$ cat src/design/tslr_map.svh
// constants of the tdm slot routing and loopback block
// assumes a tdm line with up to 64 eight-bit slots and a frame sync
//
// Overview of operation
// - slot zero is found from the sampled frame sync, or when the slot count wraps after the last slot
// - channel loopback mode loops every virtual channel inside the serial channel
// - channel loopback sends channels in the order of the transmit routing table
// - channel loopback returns transmit data to the same channel, bypassing routing
// - interface loopback returns transmit slot n as receive slot n, receive-routed
// - bit 15 of a routing entry loops back only that one line slot
// - shared routing maps up to 64 slots onto 64 distinct channels
// - split mode maps one line onto the 32 channels of one serial channel
// - transparent channels align from slot timing only, no pattern search
`ifndef TSLR_MAP_SVH
`define TSLR_MAP_SVH

`define TSLR_SLOTS_WIDE 64
`define TSLR_LAST_WIDE 6'h3f
`define TSLR_LAST_SPLIT 6'h1f
`define TSLR_ENT_LOOP 15
`define TSLR_ENT_VALID 14
`define TSLR_ENT_PTR_HI 11
`define TSLR_ENT_PTR_LO 6
`define TSLR_ENTRY_RST 16'h0000
`define TSLR_IDLE_BYTE 8'hff
`define TSLR_LAST_BIT 3'h7
`define TSLR_FIFO_WIDTH 14
`define TSLR_FIFO_DEPTH 8

`endif

$ cat src/design/tslr_pkg.sv
// types of the tdm slot routing and loopback block
// assumes tslr_map.svh is on the include path
`include "tslr_map.svh"

package tslr_pkg;

   typedef logic [15:0] tslr_entry_t;
   typedef logic [5:0] tslr_chan_t;
   typedef logic [`TSLR_FIFO_WIDTH-1:0] tslr_word_t;

endpackage : tslr_pkg

$ cat src/design/tslr_fifo_if.sv
// valid/ready carrier between the slot engine and its receive fifo
// assumes both ends run on clk_sys
interface tslr_fifo_if;
   import tslr_pkg::*;

   logic in_valid;
   logic in_ready;
   tslr_word_t in_data;
   logic out_valid;
   logic out_ready;
   tslr_word_t out_data;

   modport fifo (input in_valid, input in_data, output in_ready,
                 output out_valid, output out_data, input out_ready);
   modport src (output in_valid, output in_data, input in_ready);
   modport snk (input out_valid, input out_data, output out_ready);
endinterface : tslr_fifo_if

$ cat src/design/tslr_fifo.sv
// flip-flop fifo with valid and ready on both sides
// assumes a single clock and an asynchronous active-high reset
module tslr_fifo
   import tslr_pkg::*;
#(
   parameter int WIDTH = `TSLR_FIFO_WIDTH,
   parameter int DEPTH = `TSLR_FIFO_DEPTH
) (
   input wire logic clk_sys, // system clock
   input wire logic sys_rst, // async reset, active high
   tslr_fifo_if.fifo port_f // push and pop sides
);
   localparam int AW = $clog2(DEPTH);

   typedef struct packed {
      logic [DEPTH-1:0][WIDTH-1:0] mem;
      logic [AW-1:0] wr;
      logic [AW-1:0] rd;
      logic [AW:0] cnt;
   } tslr_fifo_st_t;

   tslr_fifo_st_t q, d;
   logic push, pop;

   assign port_f.in_ready = (q.cnt != DEPTH[AW:0]);
   assign port_f.out_valid = (q.cnt != '0);
   assign port_f.out_data = q.mem[q.rd];
   assign push = port_f.in_valid & port_f.in_ready;
   assign pop = port_f.out_valid & port_f.out_ready;

   always_comb begin
      d = q;
      if (push) begin
         d.mem[q.wr] = port_f.in_data;
         d.wr = (q.wr == AW'(DEPTH - 1)) ? '0 : q.wr + 1'b1;
      end
      if (pop) begin
         d.rd = (q.rd == AW'(DEPTH - 1)) ? '0 : q.rd + 1'b1;
      end
      d.cnt = q.cnt + {{AW{1'b0}}, push} - {{AW{1'b0}}, pop};
   end

   always_ff @(posedge clk_sys or posedge sys_rst) begin
      if (sys_rst) begin
         q <= '0;
      end else begin
         q <= d;
      end
   end
endmodule : tslr_fifo

$ cat src/design/tslr_core.sv
// tdm slot routing and loopback engine with receive fifo
// assumes the line clock, sync and receive data are asynchronous pins
// sampled on clk_sys; the line clock must be well below half of clk_sys
module tslr_core
   import tslr_pkg::*;
(
   input wire logic clk_sys, // system clock
   input wire logic sys_rst, // async reset, active high
   input wire logic tdm_clk, // line bit clock from framer
   input wire logic tdm_sync, // frame sync, high in bit 0 of slot 0
   input wire logic tdm_rxd, // line receive data
   output logic tdm_txd, // line transmit data
   input wire logic channel_general_mode_loop, // channel level loopback
   input wire logic serial_iface_mode_loop, // interface wide loopback
   input wire logic wide_map, // shared 64 slot routing
   input wire logic serial_channel_id, // which serial channel in split mode
   input wire logic tab_wr, // routing table write strobe
   input wire logic tab_tx, // 1 writes transmit half, 0 receive half
   input wire logic [5:0] tab_slot, // slot index of the write
   input wire tslr_entry_t tab_entry, // entry value to write
   output logic tx_req, // pulse: supply tx_data for tx_chan
   output tslr_chan_t tx_chan, // channel for the next transmit slot
   input wire logic [7:0] tx_data, // transmit byte of tx_chan
   output logic rx_valid, // receive word available
   output tslr_chan_t rx_chan, // channel of the receive byte
   output logic [7:0] rx_data, // receive byte
   input wire logic rx_ready, // consumer takes the word
   output logic overrun, // sticky: a byte was dropped
   input wire logic overrun_clr, // clears overrun
   output logic frame_lock // a frame sync has been seen
);

   typedef struct packed {
      logic [`TSLR_SLOTS_WIDE-1:0][15:0] tx_tab;
      logic [`TSLR_SLOTS_WIDE-1:0][15:0] rx_tab;
      logic clk_s1;
      logic clk_s2;
      logic clk_p;
      logic sync_s1;
      logic sync_s2;
      logic rxd_s1;
      logic rxd_s2;
      logic [2:0] bit_cnt;
      logic [5:0] slot;
      logic synced;
      logic [7:0] rx_sh;
      logic [7:0] tx_sh;
      logic txd;
      logic tx_act;
      logic tx_req;
      tslr_chan_t tx_chan;
      logic push_valid;
      tslr_word_t push_data;
      logic overrun;
      logic out_valid;
      tslr_word_t out_data;
   } tslr_state_t;

   tslr_state_t q, d;
   tslr_fifo_if fifo_c ();

   // channel number named by a routing entry
   function automatic tslr_chan_t ent_chan(input tslr_entry_t e, input logic wide,
                                           input logic sc_id);
      tslr_chan_t c;
      c = e[`TSLR_ENT_PTR_HI:`TSLR_ENT_PTR_LO];
      if (!wide) begin
         c = {sc_id, c[4:0]};
      end
      return c;
   endfunction : ent_chan

   // an entry takes part only if valid and inside the frame
   function automatic logic ent_live(input tslr_entry_t e, input logic [5:0] s,
                                     input logic wide);
      return e[`TSLR_ENT_VALID] & (wide | (s <= `TSLR_LAST_SPLIT));
   endfunction : ent_live

   tslr_fifo #(
      .WIDTH(`TSLR_FIFO_WIDTH),
      .DEPTH(`TSLR_FIFO_DEPTH)
   ) u_fifo (
      .clk_sys(clk_sys),
      .sys_rst(sys_rst),
      .port_f(fifo_c.fifo)
   );

   assign fifo_c.in_valid = q.push_valid;
   assign fifo_c.in_data = q.push_data;
   // output stage holds a word in flops so the ports come from registers
   assign fifo_c.out_ready = ~q.out_valid | rx_ready;

   assign tdm_txd = q.txd;
   assign tx_req = q.tx_req;
   assign tx_chan = q.tx_chan;
   assign rx_valid = q.out_valid;
   assign rx_chan = q.out_data[13:8];
   assign rx_data = q.out_data[7:0];
   assign overrun = q.overrun;
   assign frame_lock = q.synced;

   always_comb begin
      logic rise;
      logic fall;
      logic [2:0] cur_bit;
      logic [5:0] cur_slot;
      logic [5:0] nxt_slot;
      logic [5:0] last;
      tslr_entry_t rx_ent;
      tslr_entry_t tx_ent;
      logic rx_bit;
      logic [7:0] byte_out;

      d = q;
      rise = 1'b0;
      fall = 1'b0;
      cur_bit = q.bit_cnt;
      cur_slot = q.slot;
      nxt_slot = '0;
      last = wide_map ? `TSLR_LAST_WIDE : `TSLR_LAST_SPLIT;
      rx_ent = `TSLR_ENTRY_RST;
      tx_ent = `TSLR_ENTRY_RST;
      rx_bit = 1'b1;
      byte_out = `TSLR_IDLE_BYTE;

      // two flops on every pin before any logic looks at it
      d.clk_s1 = tdm_clk;
      d.clk_s2 = q.clk_s1;
      d.clk_p = q.clk_s2;
      d.sync_s1 = tdm_sync;
      d.sync_s2 = q.sync_s1;
      d.rxd_s1 = tdm_rxd;
      d.rxd_s2 = q.rxd_s1;
      rise = q.clk_s2 & ~q.clk_p;
      fall = ~q.clk_s2 & q.clk_p;

      d.push_valid = 1'b0;
      d.tx_req = 1'b0;

      if (tab_wr) begin
         if (tab_tx) begin
            d.tx_tab[tab_slot] = tab_entry;
         end else begin
            d.rx_tab[tab_slot] = tab_entry;
         end
      end

      // line sampled on the rising edge of the line clock
      if (rise) begin
         if (q.sync_s2) begin
            cur_bit = '0;
            cur_slot = '0;
            d.synced = 1'b1;
         end
         // shared routing reads both directions from the transmit half
         rx_ent = wide_map ? q.tx_tab[cur_slot] : q.rx_tab[cur_slot];
         if (serial_iface_mode_loop || rx_ent[`TSLR_ENT_LOOP]) begin
            rx_bit = q.txd;
         end else begin
            rx_bit = q.rxd_s2;
         end
         d.rx_sh = {q.rx_sh[6:0], rx_bit};
         if (cur_bit == `TSLR_LAST_BIT) begin
            // byte boundary comes from the bit count only
            if ((q.synced || q.sync_s2) && !channel_general_mode_loop
                && ent_live(rx_ent, cur_slot, wide_map)) begin
               d.push_valid = 1'b1;
               d.push_data = {ent_chan(rx_ent, wide_map, serial_channel_id),
                              d.rx_sh};
            end
            nxt_slot = (cur_slot == last) ? '0 : cur_slot + 6'h01;
            tx_ent = q.tx_tab[nxt_slot];
            d.slot = nxt_slot;
            d.bit_cnt = '0;
            d.tx_chan = ent_chan(tx_ent, wide_map, serial_channel_id);
            d.tx_act = ent_live(tx_ent, nxt_slot, wide_map);
            d.tx_req = 1'b1;
         end else begin
            d.slot = cur_slot;
            d.bit_cnt = cur_bit + 3'h1;
         end
      end

      // transmit bits change on the falling edge, msb first
      if (fall) begin
         if (q.bit_cnt == '0) begin
            if (q.tx_act && !channel_general_mode_loop) begin
               byte_out = tx_data;
            end
            d.txd = byte_out[7];
            d.tx_sh = {byte_out[6:0], 1'b1};
            // channel loopback: byte goes back to its own channel, no routing
            if (q.tx_act && channel_general_mode_loop && q.synced) begin
               d.push_valid = 1'b1;
               d.push_data = {q.tx_chan, tx_data};
            end
         end else begin
            d.txd = q.tx_sh[7];
            d.tx_sh = {q.tx_sh[6:0], 1'b1};
         end
      end

      // the line cannot wait, so a full fifo drops the byte and flags it
      if (overrun_clr) begin
         d.overrun = 1'b0;
      end
      if (q.push_valid && !fifo_c.in_ready) begin
         d.overrun = 1'b1;
      end

      if (fifo_c.out_ready) begin
         d.out_valid = fifo_c.out_valid;
         d.out_data = fifo_c.out_data;
      end
   end

   always_ff @(posedge clk_sys or posedge sys_rst) begin
      if (sys_rst) begin
         q <= '0;
         q.txd <= 1'b1;
         q.tx_sh <= `TSLR_IDLE_BYTE;
         q.clk_p <= 1'b0;
      end else begin
         q <= d;
      end
   end

endmodule : tslr_core

$ cat config.mk
export PLATFORM = sky130hd
export DESIGN_NAME = tslr_core
export DESIGN_NICKNAME = d
export VERILOG_FILES = /design/src/design/tslr_pkg.sv /design/src/design/tslr_fifo_if.sv /design/src/design/tslr_fifo.sv /design/src/design/tslr_core.sv
export VERILOG_INCLUDE_DIRS = /design/src /design/src/design
export SDC_FILE = /design/constraint.sdc
export NUM_CORES = 2
export LEC_CHECK = 0
export BUFFER_PORTS_ARGS = -buffer_cell sky130_fd_sc_hd__buf_2
export CAP_MARGIN = 20
export CORE_ASPECT_RATIO = 0.6
export CORE_MARGIN = 1
export CORE_UTILIZATION = 55
export CTS_CLUSTER_SIZE = 8
export DETAILED_ROUTE_END_ITERATION = 16
export GPL_TIMING_DRIVEN = 0
export PLACE_DENSITY = 0.7
export SYNTH_ARGS = -nofsm -noshare
export SYNTH_HDL_FRONTEND = slang
export SYNTH_HIERARCHICAL = 1
export SYNTH_SLANG_ARGS = --single-unit
export TNS_END_PERCENT = 20
$ cat constraint.sdc
create_clock -name clk_sys -period 37 [get_ports clk_sys]
set_clock_uncertainty 0.1 [all_clocks]
set_input_delay 0 -clock clk_sys [delete_from_list [all_inputs] [get_ports clk_sys]]
set_output_delay 0 -clock clk_sys [all_outputs]
set_load 0.005 [all_outputs]
==> metrics.md <==
| Metric | Value |
|---|---|
| Post-Synth Adder-Cell Area | 0.3255% |
| Gpl congestion | 1.139 |
| DR WL/cell | 42.04 um |
| Initial DRC count | 7786 |
| Worst hold path type | input pin to flop |
| Mux share of post-synthesis cell area | 33.58% |
| RSZ-0062 raised after global routing | false |
| # setup viols final | 0 |
| CTS tree | yes |
| Max transition margin | -8.249% |
| Final Hold Fails | 0 |
| Largest net degree at the start of global routing | 132 |
| Final net count | ~4800 |
| Crit Path Max Fanout | 11 |
| Worst path required time | approximately 38 ns |
| Detail Route Antenna Nets | 0 |
| DIE AREA | around 100000 sq um |
| Routed WL | 257100 um |
| Worst-Margin Slew | approximately 1.6 ns |
| Ports | 68 |
| Die Height | 249.4 um |
| Initial core utilization | 55.68% |
| DRC | 0 |
| Cells after DPL | 5841 |
| Syn_nets | roughly 4400 |
| Synthesized cell area | 56120 sq um |
| Fin Setup TNS | 0 ns |
| Seq/Total Area, Yosys | about half |
| DP Wirelength | 192400 um |
| Clk_lat worst skew | 0.81 ns |
| Setup ws final | 28.66 ns |
| H-tree depth | 4 |
| Cells after synthesis | 4384 |
| Worst setup EP type | flop |
| Post-synthesis simple-gate area fraction | 6.925% |
| Primary FF master, synth | dfrtp_1 |
| Drt pass-1 iters | 9 |
| Syn Area/Cell | 12.80 sq um |
| Core Region | 100800 sq um |
| Post-layout minimum cycle time | 8.344 ns |
| GRT Util Overall | roughly half |
| Vias per inst | 7.269 |
| Initial antenna violation count | 39 |
| Peak supply drop | 0.00005286 V |
| Asr flop ratio synth | 100.0% |
| Ys Warns | 6 |
| Post-Place Setup Slack | 29.72 ns |
| Layout area overhead | 14.50% |
| Leakage | 29.07 nW |
| Clk sinks | 1121 |
| Horiz. Die Dim | approximately 410 um |
| Arrival time worst endpoint | 8.94 ns |
| CTS root buffer | clkbuf_16 |
| Synth Area in XOR/XNOR | 0.1248% |
| Share of post-route cells with drive strength above 1 | 37.94% |
| Crit Path Category | flop to flop |
| Overall power | 3.153 mW |
| Clk slew on worst S/H paths | 0.05 ns |
| Total CTS buffers | roughly 160 |
| Global-route wire length before repair | 348500 um |
| Post-synth EDFFs | 0 |
| Power per cell area | 49.07 nW/um^2 |
| Final Non-Filler Cells | 6116 |
| Largest family of logic cells by synthesized area | multiplexers |
| Final period util | between 20% and 30% |
| Number of global-route vias before repair | 41920 |
| Status | finished with violations |
| Post-synthesis compound-gate area fraction | under 10% |
| CP startpoint kind | flop |
| Vias after detailed routing | 44460 |
| IO Port Bufs | 48 |
| Post-cts resize count | 0 |
| Slew Limit Fails | 2 |
| #FFs+latches synth | 1121 |
| Yosys cell types | 78 |
| Row count | 90 |
| Global route overflow | 0 |
| Max capacitance violation total | 0 |
| Clock buffer depth | 3 |
| Violated checks | slew limit |
| Fmax achieved | 119.8 MHz |
[timing repair]
action / CTS / global route
endpoints found under the hold margin: 511 / 0
hold buffers: 48 / 0
setup buffers: 0 / 0
[cell usage after synthesis (all sizes together) (5+ instances only)]
| library cell | number | area (sq um) |
|---|---|---|
| a311o | 7 | 70.07 |
| a31oi | 6 | 52.55 |
| nor3b | 7 | 62.56 |
| a211oi | 9 | 67.56 |
| nand3 | 76 | 380.4 |
| a21oi | 107 | 535.5 |
| nor2 | 203 | 762.0 |
| inv | 20 | 75.07 |
| and2 | 11 | 68.82 |
| o311ai | 6 | 52.56 |
| buf | 158 | 1016 |
| mux2i | 236 | 2362 |
| o31ai | 48 | 360.4 |
| o211ai | 16 | 120.1 |
| o21ai | 59 | 295.3 |
| and3b | 6 | 52.55 |
| ha | 13 | 162.7 |
| or3b | 8 | 70.06 |
| or2 | 5 | 31.28 |
| dfstp | 8 | 210.2 |
| o21a | 8 | 60.06 |
| a32o | 7 | 70.07 |
| or4 | 9 | 67.56 |
| xnor2 | 5 | 43.79 |
| mux2 | 1119 | 12680 |
| o221ai | 49 | 429.2 |
| clkbuf | 206 | 775.7 |
| nand4 | 27 | 168.9 |
| o22ai | 56 | 356.6 |
| a2111oi | 9 | 80.08 |
| nor3 | 50 | 250.2 |
| nor4 | 9 | 56.30 |
| mux4 | 169 | 3806 |
| a311oi | 6 | 52.55 |
| nand2 | 399 | 1498 |
| nand3b | 6 | 45.04 |
| or3 | 13 | 81.33 |
| a32oi | 27 | 236.5 |
| a22oi | 9 | 67.56 |
| o22a | 8 | 70.07 |
| dfrtp | 1113 | 27850 |
| nand2b | 13 | 83.83 |
| nor2b | 18 | 112.6 |
[per-layer routing]
layer / GRT usage (%) / share of wire (%) / up-vias
met1: 69.91 / 41 / 23010
met3: 34.27 / 20 / 718
met4: 21.07 / 4.6 / 22
li1: - / - / 16840
met5: 1.145 / 0.097 / -
met2: 56.84 / 35 / 3872
[final timing paths]
kind / from / end / slack [ns] / cells after the start
min in group asynchronous: sys_rst / u_fifo/q[12] / 0.37 / 4
max in group asynchronous: sys_rst / q[1665] / 34.49 / 6
worst max-delay path: q[68] / tx_chan[1] / 28.66 / 19
worst min register to register: d[66] / q[66] / 0.25 / 0
worst max register to register: q[68] / tx_chan[1] / 28.66 / 19
worst min-delay path: tab_entry[10] / q[2099] / 0.03 / 3
[placed cells by master (no fill, tap or decap), drive strengths merged, types with 11 or more instances in the layout]
cell type,Yosys,layout
a21oi,107,107
a32oi,27,27
and2,11,11
buf,158,292
clkbuf,206,386
dfrtp,1113,1113
diode,0,22
dlygate4sd3,0,48
ha,13,13
inv,20,26
mux2,1119,1119
mux2i,236,236
mux4,169,169
nand2,399,399
nand2b,13,13
nand3,76,76
nand4,27,27
nor2,203,203
nor2b,18,18
nor3,50,50
o211ai,16,16
o21ai,59,59
o221ai,49,49
o22ai,56,56
o31ai,48,48
or3,13,13
[through the flow]
stage | area (sq um) | hold slack (ns) | util (%)
final | 64260 | 0.02904 | 63.76
after global routing | 64220 | 0.02576 | 63.72
after CTS | 64050 | 0.007805 | 63.55
after detailed placement | 59230 | -0.02394 | 58.77
after global placement | 58030 | 0.008624 | 57.58
after floorplan | 56120 | -0.06857 | -
[logic make-up (layout without fill, tap and decap cells)]
| group | count (synthesis) | after routing |
|---|---|---|
| mux | 1524 | 1524 |
| flops | 1121 | 1121 |
| simple gates | 870 | 870 |
| compound gates | 462 | 462 |
| buf+inv | 385 | 761 |
| fa+ha+maj | 14 | 14 |
| xor+xnor | 8 | 8 |
| other cells | 0 | 22 |
[sequential cells by signal, summed over array words and instances (netlist names)]
| signal | cells |
|---|---|
| d | 4 |
| u_fifo/q | 122 |
| tx_req | 1 |
| overrun | 1 |
| tdm_txd | 1 |
| fifo_c.in_data | 14 |
| rx_data | 8 |
| q | 955 |
| rx_chan | 6 |
| rx_valid | 1 |
| fifo_c.in_valid | 1 |
| tx_chan | 6 |
| frame_lock | 1 |
[power by group]
| group | internal [mW] | leakage (nW) | switching, mW | total (mW) |
|---|---|---|---|---|
| combinational | 0.162 | 11.8 | 0.251 | 0.414 |
| clock | 0.774 | 2.11 | 0.571 | 1.34 |
| sequential | 1.32 | 15.2 | 0.0723 | 1.39 |
| total | 2.26 | 29.1 | 0.895 | 3.15 |
[critical path, stage by stage (launching register included)]
cell and delay [ns]:
dfrtp_1 0.73, nand2b_1 0.20, buf_2 0.39, clkinv_1 0.51, clkbuf_1 0.47, buf_8 0.28, buf_1 0.38, ha_1 0.35
buf_2 0.27, and2_1 0.20, buf_2 0.17, a31oi_4 0.77, buf_2 0.47, buf_2 0.66, nand2_1 0.12, a32oi_1 1.29
nand4_1 0.18, o21ai_0 0.26, a21oi_1 0.14, o211ai_1 0.22
[layout make-up]
cell class / instances / area, sq um
inverter: 21 / 91.34
multi-input combinational: 2878 / 26270
timing repair buffer: 182 / 1969
tap: 1334 / 1669
clock buffer: 180 / 4079
antenna: 22 / 55.05
buffer: 364 / 1799
sequential: 1121 / 28060
clock inverter: 14 / 266.5
fill: 7638 / 36520
(Power assumes the default switching activity.)
